===== src/verilog/fsq_pkg.sv =====
// Constants and types shared by the flash instruction sequencer
// Contract
// Whole-array erase on C7h or 60h sets all bytes to FFh, only with latch set
// Whole-array erase runs only when chip select rises right after bit eight
// During whole-array erase status shows busy; at end busy drops, latch clears
// Whole-array erase refused when any page is protected
// Suspend 75h honoured only during sector/block erase or program, not paused
// Accepted suspend sets paused_flag at once, busy clears within pause latency
// While paused, reject 01h, 44h, 42h, all erases, 02h and 32h
// Host waits pause latency after resume before another suspend
// Power loss clears suspended state and paused_flag; later resume ignored
// Resume 7Ah accepted only when paused and not busy
// Accepted resume clears paused_flag at once, busy returns within 200 ns
// B9h with chip select rising after bit eight enters power-down
// In power-down only ABh is recognised, status reads included
// Device starts in normal mode after power-up
// Host keeps chip select high for wake time after bare ABh
// ABh plus three dummy bytes shifts device ID out repeatedly, MSB first
// Host keeps chip select high for ID wake time after release with ID
// Release/ID opcode ignored while busy, running cycle unaffected
// 90h: address bit zero picks which ID comes first; IDs alternate
// 92h: address and mode in two bits per clock; IDs out two bits
// 94h: address and mode four bits per clock, four dummies; IDs four bits
// Host drives mode bits as Fxh in dual and quad ID reads
package fsq_pkg;
  localparam logic [7:0] OP_CE_A = 8'hC7;
  localparam logic [7:0] OP_CE_B = 8'h60;
  localparam logic [7:0] OP_SUSPEND = 8'h75;
  localparam logic [7:0] OP_RESUME = 8'h7A;
  localparam logic [7:0] OP_PWR_DOWN = 8'hB9;
  localparam logic [7:0] OP_RELEASE = 8'hAB;
  localparam logic [7:0] OP_ID_X1 = 8'h90;
  localparam logic [7:0] OP_ID_X2 = 8'h92;
  localparam logic [7:0] OP_ID_X4 = 8'h94;
  localparam logic [7:0] OP_WR_STATUS = 8'h01;
  localparam logic [7:0] OP_SREG_ERASE = 8'h44;
  localparam logic [7:0] OP_SREG_PROG = 8'h42;
  localparam logic [7:0] OP_SECT_ERASE = 8'h20;
  localparam logic [7:0] OP_BLK32_ERASE = 8'h52;
  localparam logic [7:0] OP_BLK64_ERASE = 8'hD8;
  localparam logic [7:0] OP_PAGE_PROG = 8'h02;
  localparam logic [7:0] OP_QPAGE_PROG = 8'h32;

  localparam logic [5:0] CMD_CLKS = 6'h08;
  localparam logic [5:0] ADDR_CLKS_X1 = 6'h18;
  localparam logic [5:0] ADDR_CLKS_X2 = 6'h10;
  localparam logic [5:0] ADDR_CLKS_X4 = 6'h08;
  localparam logic [5:0] DUMMY_CLKS_X4 = 6'h04;
  localparam logic [5:0] DUMMY_CLKS_REL = 6'h18;

  localparam int MCLK_MHZ = 25;
  localparam int RESUME_WIP_NS = 200;
  localparam int RESUME_WIP_CYC = (RESUME_WIP_NS * MCLK_MHZ) / 1000;

  localparam logic [31:0] CE_CYC_DEF = 32'h0001_0000;
  localparam logic [31:0] DP_CYC_DEF = 32'h0000_0040;
  localparam logic [31:0] RES1_CYC_DEF = 32'h0000_0040;
  localparam logic [31:0] RES2_CYC_DEF = 32'h0000_0040;
  localparam logic [31:0] SUS_CYC_DEF = 32'h0000_0100;

  typedef enum logic [2:0] {
    FSQ_PH_CMD, FSQ_PH_ADDR, FSQ_PH_DUMMY, FSQ_PH_DATA, FSQ_PH_SKIP
  } fsq_phase_e;
  typedef enum logic [1:0] {FSQ_LN_X1, FSQ_LN_X2, FSQ_LN_X4} fsq_lane_e;
  typedef enum logic [1:0] {
    FSQ_PW_ON, FSQ_PW_ENTER, FSQ_PW_DOWN, FSQ_PW_WAKE
  } fsq_pwr_e;
endpackage


===== src/verilog/fsq_tmr_if.sv =====
// Start and done signals between the sequencer and a cycle timer
`timescale 1ns/1ps
interface fsq_tmr_if;
  logic start;
  logic [31:0] load;
  logic done;
  logic busy;
  modport owner (output start, output load, input done, input busy);
  modport timer (input start, input load, output done, output busy);
endinterface


===== src/verilog/fsq_sync.sv =====
// Two-flop synchroniser for pins from outside the MCLK domain
`timescale 1ns/1ps
module fsq_sync #(
  parameter int W = 6
) (
  input wire logic clk,
  input wire logic rst_n,
  input wire logic [W-1:0] d,
  output logic [W-1:0] q
);
  typedef struct packed {
    logic [W-1:0] s1;
    logic [W-1:0] s2;
  } fsq_sync_s;
  fsq_sync_s r_reg, r_next;

  always_comb begin
    r_next = r_reg;
    r_next.s1 = d;
    r_next.s2 = r_reg.s1;
  end

  always_ff @(posedge clk or negedge rst_n) begin
    if (!rst_n) begin
      r_reg <= '0;
    end else begin
      r_reg <= r_next;
    end
  end

  assign q = r_reg.s2;
endmodule


===== src/verilog/fsq_timer.sv =====
// One-shot down counter; done pulses once after the loaded cycle count
`timescale 1ns/1ps
module fsq_timer (
  input wire logic clk,
  input wire logic rst_n,
  fsq_tmr_if.timer t
);
  typedef struct packed {
    logic [31:0] cnt;
    logic busy;
    logic done;
  } fsq_tmr_s;
  fsq_tmr_s r_reg, r_next;

  always_comb begin
    r_next = r_reg;
    r_next.done = 1'b0;
    if (t.start) begin
      // A zero load would never finish, so it counts as one cycle
      r_next.cnt = (t.load == 32'h0000_0000) ? 32'h0000_0001 : t.load;
      r_next.busy = 1'b1;
    end else if (r_reg.busy) begin
      r_next.cnt = r_reg.cnt - 32'h0000_0001;
      if (r_reg.cnt == 32'h0000_0001) begin
        r_next.busy = 1'b0;
        r_next.done = 1'b1;
      end
    end
  end

  always_ff @(posedge clk or negedge rst_n) begin
    if (!rst_n) begin
      r_reg <= '0;
    end else begin
      r_reg <= r_next;
    end
  end

  assign t.busy = r_reg.busy;
  assign t.done = r_reg.done;
endmodule


===== src/verilog/fsq_top.sv =====
// Flash instruction sequencer: chip erase, suspend, power-down and ID reads
`timescale 1ns/1ps
module fsq_top
  import fsq_pkg::*;
#(
  parameter logic [31:0] CE_CYCLES = CE_CYC_DEF,
  parameter logic [31:0] DP_CYCLES = DP_CYC_DEF,
  parameter logic [31:0] RES1_CYCLES = RES1_CYC_DEF,
  parameter logic [31:0] RES2_CYCLES = RES2_CYC_DEF,
  parameter logic [31:0] SUS_CYCLES = SUS_CYC_DEF,
  // Arbitrary identity values
  parameter logic [7:0] MFR_ID = 8'h5A,
  parameter logic [7:0] DEV_ID = 8'h3C
) (
  input wire logic MCLK,
  input wire logic RST_N,
  input wire logic SCLK,
  input wire logic CS_N,
  input wire logic [3:0] DQ_I,
  output logic [3:0] DQ_O,
  output logic [3:0] DQ_OE,
  input wire logic WEL_IN,
  input wire logic PROTECT_ANY,
  input wire logic EXT_BUSY,
  output logic EXT_HOLD,
  output logic WEL_CLEAR,
  output logic ERASE_ALL,
  output logic WRITE_IN_PROGRESS,
  output logic PAUSED,
  output logic POWER_DOWN,
  output logic [7:0] OPCODE,
  output logic OPCODE_STB
);
  localparam int ResMax = RESUME_WIP_CYC;

  typedef struct packed {
    fsq_phase_e ph;
    fsq_lane_e ln;
    logic [5:0] pc;
    logic [5:0] cnt;
    logic [31:0] sh;
    logic [7:0] op;
    logic [15:0] osh;
    logic [3:0] dq_o;
    logic [3:0] dq_oe;
    logic sclk_d;
    logic cs_d;
    fsq_pwr_e pw;
    logic ce_busy;
    logic paused;
    logic wip_off;
    logic write_in_progress;
    logic wel_clr;
    logic [7:0] opc;
    logic opc_stb;
    logic ce_go;
    logic sus_go;
    logic pw_go;
    logic [31:0] pw_ld;
  } fsq_state_s;

  fsq_state_s r_reg, r_next;
  logic [5:0] pins;
  logic sclk_s;
  logic cs_s;
  logic [3:0] dq_s;
  logic rise;
  logic fall;
  logic frame_end;
  logic exact8;
  logic [7:0] op_now;
  logic own_op;
  fsq_tmr_if ce_t ();
  fsq_tmr_if pw_t ();
  fsq_tmr_if sus_t ();

  // Opcodes locked out while an erase or program is suspended
  function automatic logic paused_reject(input logic [7:0] op);
    paused_reject = (op == OP_WR_STATUS) || (op == OP_SREG_ERASE) ||
      (op == OP_SREG_PROG) || (op == OP_SECT_ERASE) ||
      (op == OP_BLK32_ERASE) || (op == OP_BLK64_ERASE) ||
      (op == OP_CE_A) || (op == OP_CE_B) ||
      (op == OP_PAGE_PROG) || (op == OP_QPAGE_PROG);
  endfunction

  // ---------------------------------------------------------------
  // Pin synchronisers and edge detection
  // ---------------------------------------------------------------
  fsq_sync #(.W(6)) u_sync (
    .clk(MCLK),
    .rst_n(RST_N),
    .d({SCLK, CS_N, DQ_I}),
    .q(pins)
  );
  assign sclk_s = pins[5];
  assign cs_s = pins[4];
  assign dq_s = pins[3:0];
  // Sampling limits the serial clock to well below MCLK/2
  assign rise = sclk_s & ~r_reg.sclk_d & ~cs_s;
  assign fall = ~sclk_s & r_reg.sclk_d & ~cs_s;
  assign frame_end = cs_s & ~r_reg.cs_d;
  assign exact8 = (r_reg.cnt == CMD_CLKS);
  assign op_now = {r_reg.sh[6:0], dq_s[0]};
  assign own_op = (op_now == OP_CE_A) || (op_now == OP_CE_B) ||
    (op_now == OP_SUSPEND) || (op_now == OP_RESUME) ||
    (op_now == OP_PWR_DOWN) || (op_now == OP_RELEASE) ||
    (op_now == OP_ID_X1) || (op_now == OP_ID_X2) || (op_now == OP_ID_X4);

  // ---------------------------------------------------------------
  // Timers
  // ---------------------------------------------------------------
  assign ce_t.start = r_reg.ce_go;
  assign ce_t.load = CE_CYCLES;
  assign pw_t.start = r_reg.pw_go;
  assign pw_t.load = r_reg.pw_ld;
  assign sus_t.start = r_reg.sus_go;
  assign sus_t.load = SUS_CYCLES;

  fsq_timer u_ce_tmr (.clk(MCLK), .rst_n(RST_N), .t(ce_t));
  fsq_timer u_pw_tmr (.clk(MCLK), .rst_n(RST_N), .t(pw_t));
  fsq_timer u_sus_tmr (.clk(MCLK), .rst_n(RST_N), .t(sus_t));

  // ---------------------------------------------------------------
  // Sequencer
  // ---------------------------------------------------------------
  always_comb begin
    r_next = r_reg;
    r_next.sclk_d = sclk_s;
    r_next.cs_d = cs_s;
    r_next.wel_clr = 1'b0;
    r_next.opc_stb = 1'b0;
    r_next.ce_go = 1'b0;
    r_next.sus_go = 1'b0;
    r_next.pw_go = 1'b0;
    if (cs_s) begin
      r_next.ph = FSQ_PH_CMD;
      r_next.pc = '0;
      r_next.cnt = '0;
      r_next.dq_oe = '0;
      // One-byte instructions act only when the frame held exactly 8 clocks
      if (frame_end && exact8 && r_reg.pw == FSQ_PW_ON) begin
        if ((r_reg.op == OP_CE_A || r_reg.op == OP_CE_B) && WEL_IN &&
            !PROTECT_ANY && !r_reg.write_in_progress && !r_reg.paused) begin
          r_next.ce_busy = 1'b1;
          r_next.ce_go = 1'b1;
        end
        if (r_reg.op == OP_PWR_DOWN && !r_reg.write_in_progress) begin
          r_next.pw = FSQ_PW_ENTER;
          r_next.pw_go = 1'b1;
          r_next.pw_ld = DP_CYCLES;
        end
        if (r_reg.op == OP_SUSPEND && EXT_BUSY && !r_reg.ce_busy &&
            !r_reg.paused && r_reg.write_in_progress) begin
          r_next.paused = 1'b1;
          r_next.sus_go = 1'b1;
        end
        if (r_reg.op == OP_RESUME && r_reg.paused && !r_reg.write_in_progress) begin
          r_next.paused = 1'b0;
          r_next.wip_off = 1'b0;
        end
      end
      // Release: bare opcode or with ID readout, each with its own wake
      if (frame_end && r_reg.pw == FSQ_PW_DOWN &&
          r_reg.cnt >= CMD_CLKS && r_reg.op == OP_RELEASE && !r_reg.write_in_progress) begin
        r_next.pw = FSQ_PW_WAKE;
        r_next.pw_go = 1'b1;
        r_next.pw_ld = exact8 ? RES1_CYCLES : RES2_CYCLES;
      end
    end else begin
      if (rise) begin
        if (r_reg.cnt != 6'h3F) begin
          r_next.cnt = r_reg.cnt + 6'h01;
        end
        unique case (r_reg.ph)
          FSQ_PH_CMD: begin
            r_next.sh = {r_reg.sh[30:0], dq_s[0]};
            r_next.pc = r_reg.pc + 6'h01;
            if (r_reg.pc == CMD_CLKS - 6'h01) begin
              r_next.op = op_now;
              r_next.pc = '0;
              r_next.ph = FSQ_PH_SKIP;
              r_next.ln = FSQ_LN_X1;
              if (r_reg.pw == FSQ_PW_ON) begin
                if (op_now == OP_ID_X1) begin
                  r_next.ph = FSQ_PH_ADDR;
                end else if (op_now == OP_ID_X2) begin
                  r_next.ph = FSQ_PH_ADDR;
                  r_next.ln = FSQ_LN_X2;
                end else if (op_now == OP_ID_X4) begin
                  r_next.ph = FSQ_PH_ADDR;
                  r_next.ln = FSQ_LN_X4;
                end
              end
              // Readout of the ID also works from power-down, never when busy
              if (op_now == OP_RELEASE && !r_reg.write_in_progress &&
                  (r_reg.pw == FSQ_PW_ON || r_reg.pw == FSQ_PW_DOWN)) begin
                r_next.ph = FSQ_PH_DUMMY;
              end
              if (!own_op && r_reg.pw == FSQ_PW_ON &&
                  !(r_reg.paused && paused_reject(op_now))) begin
                r_next.opc = op_now;
                r_next.opc_stb = 1'b1;
              end
            end
          end
          FSQ_PH_ADDR: begin
            unique case (r_reg.ln)
              FSQ_LN_X1: r_next.sh = {r_reg.sh[30:0], dq_s[0]};
              FSQ_LN_X2: r_next.sh = {r_reg.sh[29:0], dq_s[1:0]};
              FSQ_LN_X4: r_next.sh = {r_reg.sh[27:0], dq_s};
            endcase
            r_next.pc = r_reg.pc + 6'h01;
            if ((r_reg.ln == FSQ_LN_X1 && r_reg.pc == ADDR_CLKS_X1 - 6'h01) ||
                (r_reg.ln == FSQ_LN_X2 && r_reg.pc == ADDR_CLKS_X2 - 6'h01) ||
                (r_reg.ln == FSQ_LN_X4 &&
                 r_reg.pc == ADDR_CLKS_X4 - 6'h01)) begin
              r_next.pc = '0;
              // Address bit 0 picks which ID leads; mode bits trail it
              if ((r_reg.ln == FSQ_LN_X1) ? r_next.sh[0] : r_next.sh[8]) begin
                r_next.osh = {DEV_ID, MFR_ID};
              end else begin
                r_next.osh = {MFR_ID, DEV_ID};
              end
              r_next.ph = (r_reg.ln == FSQ_LN_X4) ? FSQ_PH_DUMMY
                                                  : FSQ_PH_DATA;
            end
          end
          FSQ_PH_DUMMY: begin
            r_next.pc = r_reg.pc + 6'h01;
            if (r_reg.op == OP_RELEASE &&
                r_reg.pc == DUMMY_CLKS_REL - 6'h01) begin
              r_next.osh = {DEV_ID, DEV_ID};
              r_next.ph = FSQ_PH_DATA;
            end else if (r_reg.op != OP_RELEASE &&
                         r_reg.pc == DUMMY_CLKS_X4 - 6'h01) begin
              r_next.ph = FSQ_PH_DATA;
            end
          end
          FSQ_PH_DATA, FSQ_PH_SKIP: begin
          end
        endcase
      end
      // Shift out on falling edges; the register rotates so IDs repeat
      if (fall && r_reg.ph == FSQ_PH_DATA) begin
        unique case (r_reg.ln)
          FSQ_LN_X1: begin
            r_next.dq_o = {2'b00, r_reg.osh[15], 1'b0};
            r_next.dq_oe = 4'h2;
            r_next.osh = {r_reg.osh[14:0], r_reg.osh[15]};
          end
          FSQ_LN_X2: begin
            r_next.dq_o = {2'b00, r_reg.osh[15:14]};
            r_next.dq_oe = 4'h3;
            r_next.osh = {r_reg.osh[13:0], r_reg.osh[15:14]};
          end
          FSQ_LN_X4: begin
            r_next.dq_o = r_reg.osh[15:12];
            r_next.dq_oe = 4'hF;
            r_next.osh = {r_reg.osh[11:0], r_reg.osh[15:12]};
          end
        endcase
      end
    end
    if (ce_t.done) begin
      r_next.ce_busy = 1'b0;
      r_next.wel_clr = 1'b1;
    end
    if (pw_t.done) begin
      if (r_reg.pw == FSQ_PW_ENTER) begin
        r_next.pw = FSQ_PW_DOWN;
      end else if (r_reg.pw == FSQ_PW_WAKE) begin
        r_next.pw = FSQ_PW_ON;
      end
    end
    if (sus_t.done && r_next.paused) begin
      r_next.wip_off = 1'b1;
    end
    // Busy follows the erase timer or the external engine, masked once the pause latency has run out
    r_next.write_in_progress = r_next.ce_busy |
                 (EXT_BUSY & ~r_next.wip_off);
  end

  // Power-on reset leaves normal mode with nothing suspended
  always_ff @(posedge MCLK or negedge RST_N) begin
    if (!RST_N) begin
      r_reg <= '{ph: FSQ_PH_CMD, ln: FSQ_LN_X1, pw: FSQ_PW_ON,
                 cs_d: 1'b1, default: '0};
    end else begin
      r_reg <= r_next;
    end
  end

  assign DQ_O = r_reg.dq_o;
  assign DQ_OE = r_reg.dq_oe;
  assign EXT_HOLD = r_reg.paused;
  assign WEL_CLEAR = r_reg.wel_clr;
  assign ERASE_ALL = r_reg.ce_busy;
  assign WRITE_IN_PROGRESS = r_reg.write_in_progress;
  assign PAUSED = r_reg.paused;
  assign POWER_DOWN = (r_reg.pw != FSQ_PW_ON);
  assign OPCODE = r_reg.opc;
  assign OPCODE_STB = r_reg.opc_stb;

  // ---------------------------------------------------------------
  // Assertions
  // ---------------------------------------------------------------
  a_ce_accept: assert property (
    @(posedge MCLK) disable iff (!RST_N)
    $rose(r_reg.ce_busy) |-> $past(WEL_IN) && !$past(PROTECT_ANY))
    else $error("chip erase started without latch or with protection");

  a_ce_exact8: assert property (
    @(posedge MCLK) disable iff (!RST_N)
    $rose(r_reg.ce_busy) |-> $past(r_reg.cnt) == CMD_CLKS && $past(cs_s))
    else $error("chip erase started from a frame not exactly 8 clocks");

  a_ce_wip_end: assert property (
    @(posedge MCLK) disable iff (!RST_N)
    $fell(r_reg.ce_busy) |-> r_reg.wel_clr ##1 !r_reg.wel_clr)
    else $error("chip erase end did not pulse latch clear once");

  a_ce_busy_wip: assert property (
    @(posedge MCLK) disable iff (!RST_N)
    r_reg.ce_busy |-> r_reg.write_in_progress)
    else $error("busy flag low during chip erase");

  a_susp_accept: assert property (
    @(posedge MCLK) disable iff (!RST_N)
    $rose(r_reg.paused) |-> $past(r_reg.write_in_progress) && $past(EXT_BUSY) &&
      !$past(r_reg.ce_busy))
    else $error("suspend accepted with no erase or program running");

  a_susp_latency: assert property (
    @(posedge MCLK) disable iff (!RST_N)
    r_reg.wip_off && r_reg.paused |-> !r_reg.write_in_progress)
    else $error("busy flag still set after pause latency");

  a_susp_reject: assert property (
    @(posedge MCLK) disable iff (!RST_N)
    r_reg.opc_stb && r_reg.paused |-> !paused_reject(r_reg.opc))
    else $error("locked opcode forwarded while paused");

  a_resume_cond: assert property (
    @(posedge MCLK) disable iff (!RST_N)
    $fell(r_reg.paused) |-> !$past(r_reg.write_in_progress) && $past(r_reg.op) == OP_RESUME)
    else $error("resume accepted while busy or without resume opcode");

  a_resume_wip: assert property (
    @(posedge MCLK) disable iff (!RST_N)
    $fell(r_reg.paused) && EXT_BUSY |-> ##[0:ResMax] r_reg.write_in_progress)
    else $error("busy flag not back within 200 ns of resume");

  a_pd_entry: assert property (
    @(posedge MCLK) disable iff (!RST_N)
    $rose(r_reg.pw == FSQ_PW_DOWN) |-> $past(r_reg.pw) == FSQ_PW_ENTER)
    else $error("power-down reached without entry phase");

  a_pd_silent: assert property (
    @(posedge MCLK) disable iff (!RST_N)
    r_reg.pw != FSQ_PW_ON |-> !r_reg.opc_stb && !$rose(r_reg.ce_busy))
    else $error("instruction acted on during power-down");

  a_rel_not_busy: assert property (
    @(posedge MCLK) disable iff (!RST_N)
    $rose(r_reg.ph == FSQ_PH_DUMMY) && r_reg.op == OP_RELEASE
      |-> !$past(r_reg.write_in_progress))
    else $error("release opcode taken while busy");

  a_oe_data: assert property (
    @(posedge MCLK) disable iff (!RST_N)
    r_reg.dq_oe != 4'h0 |-> r_reg.ph == FSQ_PH_DATA)
    else $error("data pins driven outside readout");
endmodule


===== config.mk =====
export PLATFORM = sky130hd
export DESIGN_NAME = fsq_top
export DESIGN_NICKNAME = d
export VERILOG_FILES = /design/src/verilog/fsq_pkg.sv /design/src/verilog/fsq_tmr_if.sv /design/src/verilog/fsq_sync.sv /design/src/verilog/fsq_timer.sv /design/src/verilog/fsq_top.sv
export SDC_FILE = /design/constraint.sdc
export NUM_CORES = 1
export LEC_CHECK = 0
export BUFFER_PORTS_ARGS = -buffer_cell sky130_fd_sc_hd__clkbuf_2
export CAP_MARGIN = 10
export CORE_MARGIN = 2
export CORE_UTILIZATION = 55
export DETAILED_ROUTE_END_ITERATION = 12
export GPL_ROUTABILITY_DRIVEN = 0
export PLACE_DENSITY = 0.72
export SETUP_SLACK_MARGIN = 0.15
export SYNTH_ARGS = -nofsm -noshare
export SYNTH_HDL_FRONTEND = slang
export SYNTH_SLANG_ARGS = --single-unit

===== constraint.sdc =====
create_clock -name MCLK -period 2.57 [get_ports MCLK]
set_clock_uncertainty 0.15 [all_clocks]
set_input_delay 0.3855 -clock MCLK [delete_from_list [all_inputs] [get_ports MCLK]]
set_output_delay 0.3855 -clock MCLK [all_outputs]
set_load 0.05 [all_outputs]

**Word level (Yosys, flattened, before mapping)**

Index checks and enable logic that the tools add are counted.
Widths: inputs -> output; s select.

- Add/sub/neg operators: 5
- $lt $le $gt $ge: 1
- Equal/unequal tests: 46
- Multiplexer cells: 75
- Bitwise operators: 12
- Reductions and logical operators: 82

Operators with widths:

| kind | count |
|---|---|
| $mux 33 | 5 |
| $mux 32 | 4 |
| $mux 34 | 3 |
| $eq 32x1->1 const B | 3 |
| $pmux 32 s3 | 1 |
| $sub 32x1->32 const B | 3 |
| $eq 8x8->1 const B | 10 |
| $mux 73 | 1 |
| $eq 8x7->1 const B | 9 |
| $pmux 24 s3 | 1 |
| $mux 35 | 2 |
| $pmux 32 s2 | 1 |
| $mux 5 | 9 |
| $logic_not 32->1 | 1 |
| $mux 16 | 2 |
| $pmux 16 s2 | 1 |
| $logic_and 1x1->1 | 29 |
| $mux 24 | 1 |
| $mux 2 | 11 |
| $reduce_bool 2->1 | 11 |
| $logic_or 1x1->1 | 21 |
| $mux 3 | 6 |
| $pmux 6 s3 | 1 |
| $mux 1 | 17 |
| other kinds (37) | 68 |

- Bits in registers: 248
- Bits of input ports: 11
- Output and inout bits: 23
- Word-level logic and storage cells: 255

**Logic depth before layout (Yosys ltp)**

Gate-level depths: netlist of the first run.

- Word-level depth: 18
- Depth in mapped cells: 9
- Depth with buffers taken out: 7

**Cells and area by module**

A second synthesis of the first run with hierarchy kept.

- Cells, all modules: 1146
- Area total of the unflattened synthesis: 10677.7 um2

Modules (own cells, without submodules):

| module | instances | cells an instance | area each (um2) | sequential area each (um2) |
|---|---|---|---|---|
| fsq_timer | 3 | 217 | 1953.1 | 850.8 |
| fsq_top | 1 | 483 | 4518.1 | 1953.1 |
| fsq_sync | 1 | 12 | 300.3 | 300.3 |

**Worst setup path after synthesis of the first run**

Ideal clock, no wire load.

- Path kind: reg2reg
- Start: register u_ce_tmr.r_reg[12] in the netlist's numbering
- End: register u_ce_tmr.r_reg[31] in the netlist's numbering
- Setup time: 0.125 ns
- Arrival: 2.506 ns
- Data required time: 2.295 ns
- Setup slack: -0.211 ns
- Stages on the path, launching flop included: 7
- Buffers on the path: 1
- Period minus slack after synthesis: 2.781 ns
- Path through: dfrtp_1 > or4_4 > or4_4 > buf_6 > or4_4 > nor3_1 > mux2_2

- Word-level cells in the longest chain between the ends: 3

RTL lines:

| what | line | source |
|---|---|---|
| from (decl) | fsq_timer.sv:13 | `fsq_tmr_s r_reg, r_next;` |
| from (signal assigned) | fsq_timer.sv:35 | `r_reg <= r_next;` |
| $sub 32x1->32 | fsq_timer.sv:23 | `r_next.cnt = r_reg.cnt - 32'h0000_0001;` |
| $mux 34 | fsq_timer.sv:22 | `end else if (r_reg.busy) begin` |
| $mux 33 | fsq_timer.sv:18 | `if (t.start) begin` |

No other way between the ends. The select of a mux whose other input is x is not followed.
A chain may end at the register's enable or synchronous reset.

**Worst setup path in the final report of the first run**

- Start: register u_ce_tmr.r_reg[24] in the netlist's numbering
- End: register u_ce_tmr.r_reg[31] in the netlist's numbering

The elaborated chain is that of the path after synthesis.

==> out/results.tsv, run 1 <==
stage	metric	value	unit
floorplanning	Starting Density	0.5646	
routing	via count	7553	
critical_path	kind of critical path	flop to flop	
routing	final wirelength	21010	um
routing	wire length on met2	10230	um
routing	DRT iter0 DRCs	604	
final_layout	most frequent cells in the layout	dfrtp_1 (188), nor2_1 (136), nand2_1 (80)	
final_layout	share of cells above drive strength 1	0.2112	
clocking	Skew-Pair Late Insertion Delay	0.43	ns
routing	Residual DRC	0	
sta	endpoints failing hold	0	
power	Leak	5.351	nW
critical_path	CP cell instances	or4_4, or4_4, or4_4, nor3_4, mux2_4	
placed_design	HPWL after detailed placement	13380	um
routing	Initial DRT Pass Iterations	5	
sta	RSZ-0062 raised after global routing	yes	
final_layout	max reg flops	47	
routing	max layer used	met4	
placed_design	port buffer count	33	
yosys	syn_area_per_cell	9.775	um2
grt	initial antenna violation count	0	
final_layout	nets	1085	
sta	Rel. slew slack	0.6109	
routing	met1 wire length	9761	um
power	Power, Total	6.201	mW
sta	Highest Clock Rate	0.3713	GHz
final_layout	Ant. Diodes	0	
yosys	ys flop type	dfrtp_1	
yosys	ys async rst share	1.000	
sta	worst slew pin tran	0.5809	ns
floorplanning	DIE WIDTH	137.7	um
power	Max VDD drop	0.0004891	V
grt	gr usage total	0.2307	
run	Max Cap Viol	0	
yosys	Post-synth EDFFs	0	
grt	largest net degree at the start of global routing	62	
final_layout	most common cell after layout, fill and taps aside	dfrtp_1	
routing	Met3 Routed Length	714	um
placed_design	# placed instances	1254	
sta	setup ws final	-0.1233	ns
floorplanning	num ports	34	
yosys	YS warnings	0	
critical_path	Worst setup SP type	flop	
critical_path	Crit path required time	2.74	ns
yosys	Yosys cell types	64	
clocking	Sink Count	192	
final_layout	Area Growth Syn to Fin	18.09	%
grt	number of global-route vias before repair	7286	
critical_path	Slowest-stage cell, CP	or4_4	
grt	first-pass GRT wire length	35300	um
critical_path	CP Capture Type	flop	
run_status	failing checks	setup timing	
floorplanning	Core Footprint	0.01742	mm2
grt	GR Overflow Total	0	
routing	vias per cell	5.810	
routing	post-route ant nets	0	
worst_hold_path	HP Class	primary input to flop	
clocking	CTS root buffer	clkbuf_16	
run_status	outcome	finished, violations left	
yosys	post-synthesis sequential area ratio	0.4887	
power	PwrDens	534.0	mW/mm2
clocking	CTS max path bufs	2	
yosys	flops & latches, synth	192	
critical_path	critical path peak fanout	3	
yosys	Syn Std Cell Area	0.009833	mm2
sta	WHS	0.05914	ns
floorplanning	Die Y	137.7	um
sta	Final period util	1.048	
sta	setup violators final	2	
yosys	Mapped Cells	1006	
yosys	Syn Nets	1029	
critical_path	slowest stage delay, CP	0.54	ns
routing	routed len/inst	16.16	um
critical_path	CP arrival	2.86	ns
final_layout	Post-Layout Cell Count	1300	
clocking	CTS H-tree depth	4	
clocking	Clock transition at path regs	0.07	ns
floorplanning	die area	0.01896	mm2
clocking	Num CTS Buffers	17	
sta	count of pins over their slew limit	0	
clocking	TritonCTS clock tree	done	
critical_path	CP most frequent cell	or4_4	
floorplanning	# rows	48	
sta	Tmin final	2.693	ns
worst max-delay path, delay by kind of cell, from the launching register on:
family	cells	cell delay, ns
flops	1	0.38
mux	1	0.31
simple gates	4	1.73
Yosys cell counts, drive strengths merged (8+ instances only):
master / instances / area (um2)
or3: 15 / 93.84
nor3b: 8 / 60.06
a21oi: 26 / 130.1
nor4b: 10 / 93.84
a22oi: 17 / 127.6
xor2: 47 / 411.6
nor4: 26 / 168.9
nand3b: 9 / 67.56
or4b: 9 / 90.09
o21ai: 44 / 220.2
clkbuf: 52 / 195.2
a22o: 10 / 87.58
nand4b: 9 / 78.83
nor4bb: 8 / 80.08
nor3: 30 / 160.2
nand2b: 12 / 75.07
inv: 19 / 71.32
buf: 21 / 152.6
nand2: 81 / 304.0
nor2b: 11 / 68.82
nand4: 19 / 125.1
mux2: 24 / 270.3
ha: 12 / 150.1
or4: 23 / 183.9
dfrtp: 191 / 4780
nor2: 137 / 514.2
xnor2: 41 / 359.1
nand3: 19 / 95.09
cell families (layout without fill, tap and decap cells):
family          Yosys count  count (layout)  synth area share
simple gates            453             453            0.2504
flops                   192             192            0.4887
compound gates          144             145           0.09607
buf+inv                  92             160           0.04263
xor+xnor                 88              88           0.07838
mux                      25              25           0.02850
fa+ha+maj                12              12           0.01527
path summary, 6_finish.rpt:
kind	from	end	slack (ns)	depth (start not counted)
setup / recovery	u_ce_tmr.r_reg[24]	u_ce_tmr.r_reg[31]	-0.12	5
hold / removal	EXT_BUSY	WRITE_IN_PROGRESS	0.06	3
setup reg to reg	u_ce_tmr.r_reg[24]	u_ce_tmr.r_reg[31]	-0.12	5
hold reg to reg	u_sync.r_next[1]	u_sync.q[1]	0.20	0
max in group asynchronous	RST_N	r_reg[51]	1.25	3
min in group asynchronous	RST_N	r_reg[73]	0.29	2
layout make-up:
cell class,instances,area (um2)
clock buffers,17,425.4
clock inverters,15,177.7
fillers,1394,5804
inverters,19,71.32
multi-input cells,723,5032
flip-flops and latches,192,4810
well taps,225,281.5
repair buffers,109,814.5
power breakdown:
group	switching, mW	internal, mW
clock	1.25	1.47
sequential	0.0742	3.06
combinational	0.210	0.133
total	1.54	4.67
per-stage QoR:
| stage | utilization | setup TNS, ns | setup WS (ns) | area, um2 |
|---|---|---|---|---|
| floorplan | - | -0.1496 | -0.1161 | 9957 |
| global placement | 0.6063 | -0.04915 | -0.04915 | 10560 |
| detailed placement | 0.6063 | -0.08688 | -0.07186 | 10560 |
| CTS | 0.6511 | -0.07795 | -0.07417 | 11340 |
| global route | 0.6667 | -0.3026 | -0.1517 | 11610 |
| finish | 0.6667 | -0.1914 | -0.1233 | 11610 |
routing by layer:
metal  up-vias  GRT usage
met3        27    0.04673
li1       3673          -
met1      3721     0.3168
met2       132     0.3784
met5         -          0
met4         0    0.05612
timing repair:
| action | CTS | global route |
|---|---|---|
| endpoints found under the hold margin | 49 | 0 |
| hold buffers | 7 | 0 |
| gates cloned | 1 | 0 |
| setup buffers | 3 | 3 |
| setup endpoints to repair | 23 | 47 |
| resized for setup | 12 | 43 |
| pin swaps | 3 | 7 |
Power figures use the tool's default switching activity.
==> run 2, diff against run 1 <==
--- a/config.mk
+++ b/config.mk
@@ -11,7 +11,8 @@
 export CORE_UTILIZATION = 55
 export DETAILED_ROUTE_END_ITERATION = 12
 export GPL_ROUTABILITY_DRIVEN = 0
-export PLACE_DENSITY = 0.72
+export GPL_TIMING_DRIVEN = 0
+export PLACE_DENSITY = 0.83
 export SETUP_SLACK_MARGIN = 0.15
 export SYNTH_ARGS = -nofsm -noshare
 export SYNTH_HDL_FRONTEND = slang
==> run 2 against run 1 <==
  * Non-clock buffer count is 39 higher
  * Highest routed layer unchanged
  * Hold slack better by 0.024 ns
  * First-iteration DRC count is 35% higher
  * Largest power group unchanged
  * Via count is 6.9% higher
  * Combinational power is 7.0% higher
  * The flow still finishes with violations (setup timing)
==> out/results.tsv, run 2 (synthesis results as in run 1) <==
stage	metric	value	unit
worst_hold_path	HP Class	primary input to flop	
placed_design	port buffer count	33	
routing	vias per cell	6.037	
critical_path	CP arrival	2.90	ns
power	internal power	4.916	mW
power	Comb pwr share	0.057	
floorplanning	num ports	34	
clocking	Sink Count	192	
critical_path	CP most frequent cell	or4_4	
floorplanning	die area	0.01896	mm2
sta	Highest Clock Rate	0.3668	GHz
power	switching pwr	1.483	mW
sta	endpoints failing hold	0	
final_layout	Layout Cell Area excl Fill	0.01191	mm2
routing	via count	8077	
power	Leak	5.503	nW
sta	count of pins over their slew limit	0	
floorplanning	DIE WIDTH	137.7	um
critical_path	slowest stage delay, CP	0.52	ns
final_layout	most common cell after layout, fill and taps aside	dfrtp_1	
critical_path	reg2reg path depth	6	
routing	wire length on met2	11670	um
critical_path	worst path bufs/invs	1	
floorplanning	# rows	48	
final_layout	Ant. Diodes	0	
run_status	failing checks	setup timing	
grt	initial antenna violation count	0	
critical_path	Reg2Reg Setup Slack	-0.16	ns
clocking	Clock transition at path regs	0.07	ns
run	Max Cap Viol	0	
final_layout	Area Growth Syn to Fin	21.16	%
final_layout	nets	1123	
grt	largest net degree at the start of global routing	100	
power	sequential share of power	0.487	
critical_path	Crit path required time	2.74	ns
clocking	CTS max path bufs	2	
final_layout	most frequent cells in the layout	dfrtp_1 (189), nor2_1 (136), nand2_1 (79)	
routing	routed len/inst	17.42	um
sta	Final period util	1.061	
power	switching share of power	0.2318	
power	PwrDens	537.2	mW/mm2
clocking	CTS root buffer	clkbuf_16	
routing	post-route ant nets	0	
critical_path	kind of critical path	flop to flop	
floorplanning	Die Y	137.7	um
sta	worst slew pin tran	0.7642	ns
clocking	CTS H-tree depth	4	
sta	Rel. slew slack	0.4905	
critical_path	CP Depth	6	
grt	first-pass GRT wire length	38350	um
power	clock power share	0.455	
placed_design	Placed Instance Area	0.01044	mm2
clocking	Num CTS Buffers	17	
critical_path	CP cell instances	or4_4, or4_4, buf_6, or4_4, nor3_4, mux2_4	
final_layout	share of cells above drive strength 1	0.2219	
final_layout	max reg flops	47	
critical_path	Slowest-stage cell, CP	or4_4	
floorplanning	Starting Density	0.5646	
critical_path	CP Capture Type	flop	
power	Max VDD drop	0.0005728	V
routing	Initial DRT Pass Iterations	5	
routing	max layer used	met4	
clocking	TritonCTS clock tree	done	
sta	Tmin final	2.726	ns
grt	number of global-route vias before repair	7853	
sta	setup violators final	5	
grt	GR Overflow Total	0	
placed_design	pre-CTS WS	-0.2853	ns
sta	TNS Setup	-0.5156	ns
sta	setup ws final	-0.1565	ns
placed_design	HPWL after detailed placement	13940	um
worst_hold_path	WHS Path Cells	3	
routing	Residual DRC	0	
critical_path	Worst path top cell family by delay	simple AND/OR/NAND/NOR gates	
sta	RSZ-0062 raised after global routing	yes	
routing	met1 wire length	10130	um
floorplanning	Core Footprint	0.01742	mm2
grt	gr usage total	0.2546	
routing	DRT iter0 DRCs	814	
run_status	outcome	finished, violations left	
routing	final wirelength	23300	um
critical_path	Worst setup SP type	flop	
clocking	Skew-Pair Late Insertion Delay	0.43	ns
critical_path	critical path peak fanout	4	
routing	Met3 Routed Length	1051	um
run 2: cell count changes in the layout (fill, tap and decap cells not counted), sizes merged:
cell,change
a31oi,-1
buf,-5
bufinv,+3
clkbuf,+45
clkinv,+2
clkinvlp,-3
inv,-3
run 2: power by group through the flow:
stage                     registers (mW)  clock network, mW  logic (mW)
after floorplan                     3.16                  0       0.202
after global placement              3.17                  0       0.327
after detailed placement            3.17                  0       0.343
after CTS                           3.12               2.93       0.359
after global routing                3.12               3.05       0.408
final                               3.12               2.91       0.368
run 2: worst register-to-register path, cell delays in order, from the launching register on:
cell,delay [ns]
dfrtp_1,0.40
or4_4,0.52
or4_4,0.42
buf_6,0.14
or4_4,0.52
nor3_4,0.15
mux2_4,0.31
run 2: repair_timing:
action | CTS | global route
hold endpoints to repair | 99 | 0
pin swaps | 18 | 16
buffers inserted | 17 | 17
hold buffers | 7 | 0
resized for setup | 57 | 75
endpoints found under the setup margin | 88 | 99
cloned | 1 | 0
run 2: cell type report:
cell class	count	area, um2
fillers	1246	5503
multi-input cells	722	5151
flip-flops and latches	192	4808
repair buffers	76	549.3
clock buffers	18	429.2
plain buffers	72	412.9
well taps	225	281.5
clock inverters	14	210.2
inverters	19	71.32
run 2: path summary, 6_finish.rpt:
| path | startpoint | end |
|---|---|---|
| hold reg to reg | u_sync.r_next[2] | u_sync.q[2] |
| min in group asynchronous | RST_N | u_ce_tmr.r_reg[23] |
| setup / recovery | u_ce_tmr.r_reg[12] | u_ce_tmr.r_reg[31] |
| max in group asynchronous | RST_N | r_reg[126] |
| hold / removal | EXT_BUSY | WRITE_IN_PROGRESS |
| setup reg to reg | u_ce_tmr.r_reg[12] | u_ce_tmr.r_reg[31] |
run 2: metrics by stage:
step | instances | power, mW | hold WS (ns) | utilization
global route | 1338 | 6.586 | 0.08781 | 0.6841
global placement | 1264 | 3.499 | 0.1850 | 0.5973
CTS | 1322 | 6.403 | 0.07359 | 0.6639
finish | 1338 | 6.400 | 0.08312 | 0.6841
floorplan | 1006 | 3.360 | -0.06009 | -
detailed placement | 1265 | 3.516 | 0.1855 | 0.5994
run 2: per-layer routing:
layer	track usage	vias to the layer above
met4	0.08730	0
met3	0.05114	50
met1	0.3387	4033
met2	0.4187	254
li1	-	3740
met5	0	-
==> run 3, diff against run 2 <==
--- a/config.mk
+++ b/config.mk
@@ -5,14 +5,15 @@
 export SDC_FILE = /design/constraint.sdc
 export NUM_CORES = 1
 export LEC_CHECK = 0
+export ABC_AREA = 0
 export BUFFER_PORTS_ARGS = -buffer_cell sky130_fd_sc_hd__clkbuf_2
 export CAP_MARGIN = 10
 export CORE_MARGIN = 2
-export CORE_UTILIZATION = 55
+export CORE_UTILIZATION = 34
 export DETAILED_ROUTE_END_ITERATION = 12
 export GPL_ROUTABILITY_DRIVEN = 0
 export GPL_TIMING_DRIVEN = 0
-export PLACE_DENSITY = 0.83
+export PLACE_DENSITY = 0.59
 export SETUP_SLACK_MARGIN = 0.15
 export SYNTH_ARGS = -nofsm -noshare
 export SYNTH_HDL_FRONTEND = slang
==> run 3 against run 2 <==
  * The run still ends with setup timing left
  * Core utilization fell by 26 points
  * Worst setup slack better by 0.015 ns
  * Final area is 1.1% higher
  * Count of clock-buffer cells in the layout up 1
  * Largest cell class unchanged
  * Clock power fell by 3%
  * Combinational power barely moved
  * Fmax rose by 0.57%
==> out/results.tsv, run 3 (synthesis results as in run 1) <==
stage	metric	value	unit
run_status	outcome	finished, violations left	
run_status	failing checks	setup timing	
critical_path	CP most frequent cell	or4_4	
grt	GR Overflow Total	0	
critical_path	CP arrival	2.88	ns
grt	gr usage total	0.1498	
sta	worst slew pin tran	0.6915	ns
critical_path	kind of critical path	flop to flop	
critical_path	Worst setup SP type	flop	
floorplanning	Core Footprint	0.02863	mm2
floorplanning	DIE WIDTH	174.1	um
floorplanning	Die Y	174.1	um
final_layout	most common cell after layout, fill and taps aside	dfrtp_1	
power	Max VDD drop	0.0004090	V
routing	final wirelength	22310	um
sta	Tmin final	2.711	ns
placed_design	# placed instances	1424	
critical_path	CP cell instances	or4_4, or4_4, or4_4, nor3_4, mux2_4	
final_layout	Post-Layout Cell Count	1488	
clocking	Clock transition at path regs	0.07	ns
critical_path	worst path bufs/invs	0	
critical_path	worst setup path startpoint	u_ce_tmr.r_reg[22]	
sta	Highest Clock Rate	0.3689	GHz
sta	WHS	0.06812	ns
clocking	TritonCTS clock tree	done	
floorplanning	die area	0.03030	mm2
routing	Initial DRT Pass Iterations	5	
placed_design	port buffer count	33	
final_layout	Ant. Diodes	0	
final_layout	most frequent cells in the layout	dfrtp_1 (190), nor2_1 (136), nand2_1 (80)	
sta	endpoints failing hold	0	
clocking	CTS max path bufs	2	
floorplanning	num ports	34	
final_layout	max reg flops	47	
sta	Final period util	1.055	
routing	DRT iter0 DRCs	546	
worst_hold_path	Hold Crit Start	EXT_BUSY	
sta	setup ws final	-0.1411	ns
critical_path	CP Capture Type	flop	
power	Power, Total	6.320	mW
grt	largest net degree at the start of global routing	112	
worst_hold_path	WHS Path Cells	3	
critical_path	Crit path required time	2.74	ns
sta	setup violators final	4	
routing	routed len/inst	14.99	um
clocking	Sink Count	192	
routing	Residual DRC	0	
final_layout	Area Growth Syn to Fin	22.47	%
grt	number of global-route vias before repair	7437	
power	Leak	5.433	nW
worst_hold_path	WHS Endpoint	WRITE_IN_PROGRESS	
critical_path	Slowest-stage cell, CP	or4_4	
clocking	Skew-Pair Late Insertion Delay	0.43	ns
placed_design	pre-CTS WS	-0.3007	ns
final_layout	utilization after layout	0.4207	
sta	count of pins over their slew limit	0	
run	Max Cap Viol	0	
sta	RSZ-0062 raised after global routing	yes	
clocking	Num CTS Buffers	17	
clocking	CTS H-tree depth	4	
sta	TNS Setup	-0.3870	ns
final_layout	FILL cells	2765	
floorplanning	# rows	62	
critical_path	worst reg2reg startpoint	u_ce_tmr.r_reg[22]	
routing	via count	7668	
floorplanning	Starting Density	0.3435	
critical_path	Reg2Reg Setup Slack	-0.14	ns
final_layout	nets	1116	
critical_path	critical path peak fanout	4	
final_layout	share of cells above drive strength 1	0.2183	
critical_path	slowest stage delay, CP	0.56	ns
routing	post-route ant nets	0	
grt	first-pass GRT wire length	37770	um
power	PwrDens	524.8	mW/mm2
placed_design	HPWL after detailed placement	14220	um
critical_path	worst r2r dst	u_ce_tmr.r_reg[31]	
routing	vias per cell	5.153	
sta	Rel. slew slack	0.5390	
worst_hold_path	HP Class	primary input to flop	
grt	initial antenna violation count	0	
clocking	CTS root buffer	clkbuf_16	
placed_design	Placed Instance Area	0.01064	mm2
critical_path	Worst path top cell family by delay	simple AND/OR/NAND/NOR gates	
critical_path	reg2reg path depth	5	
final_layout	Layout Cell Area excl Fill	0.01204	mm2
-- run 3: layout make-up --
class / count / area [um2] / area share
multi-input cells: 722 / 5152 / 0.4278
inverters: 19 / 71.32 / 0.005922
clock inverters: 11 / 178.9 / 0.01486
clock buffers: 19 / 442.9 / 0.03678
plain buffers: 73 / 416.7 / 0.03460
flip-flops and latches: 192 / 4807 / 0.3992
well taps: 384 / 480.5 / 0.03990
repair buffers: 68 / 493.0 / 0.04094
-- run 3: worst max-delay path by stage --
stage	end	slack [ns]	cells after the start
after floorplan	u_ce_tmr.r_reg[31]	-0.12	6
after global placement	u_sus_tmr.r_reg[14]	-2.85	1
after detailed placement	r_reg[75]	-0.30	6
after CTS	u_ce_tmr.r_reg[31]	-0.12	6
after global routing	u_ce_tmr.r_reg[31]	-0.19	5
final	u_ce_tmr.r_reg[31]	-0.14	5
-- run 3: tightest hold or removal path, cell delays in order --
cell      delay (ns)
clkbuf_2        0.10
inv_1           0.05
o22ai_1         0.07
-- run 3: report_power, final --
group          internal (mW)  switching [mW]  total [mW]
Clock                   1.66            1.17        2.83
Combinational          0.120           0.248       0.368
Sequential              3.06          0.0543        3.12
Total                   4.85            1.48        6.32
-- run 3: per-layer routing --
metal  global-route usage  vias up  wire length [um]
met3              0.02428       20               653
met2               0.2387      121             10660
met1               0.2118     3812             10740
li1                     -     3715                 -
met5                    0        -                 0
met4              0.04027        0               261
-- run 3: what timing repair did --
| item | 4_1_cts | 5_1_grt |
|---|---|---|
| setup buffers | 15 | 11 |
| hold buffers | 7 | 0 |
| gates resized for setup | 68 | 59 |
| hold endpoints to repair | 87 | 0 |
| endpoints found under the setup margin | 90 | 77 |
| cloned | 0 | 1 |
| pin swaps | 14 | 12 |
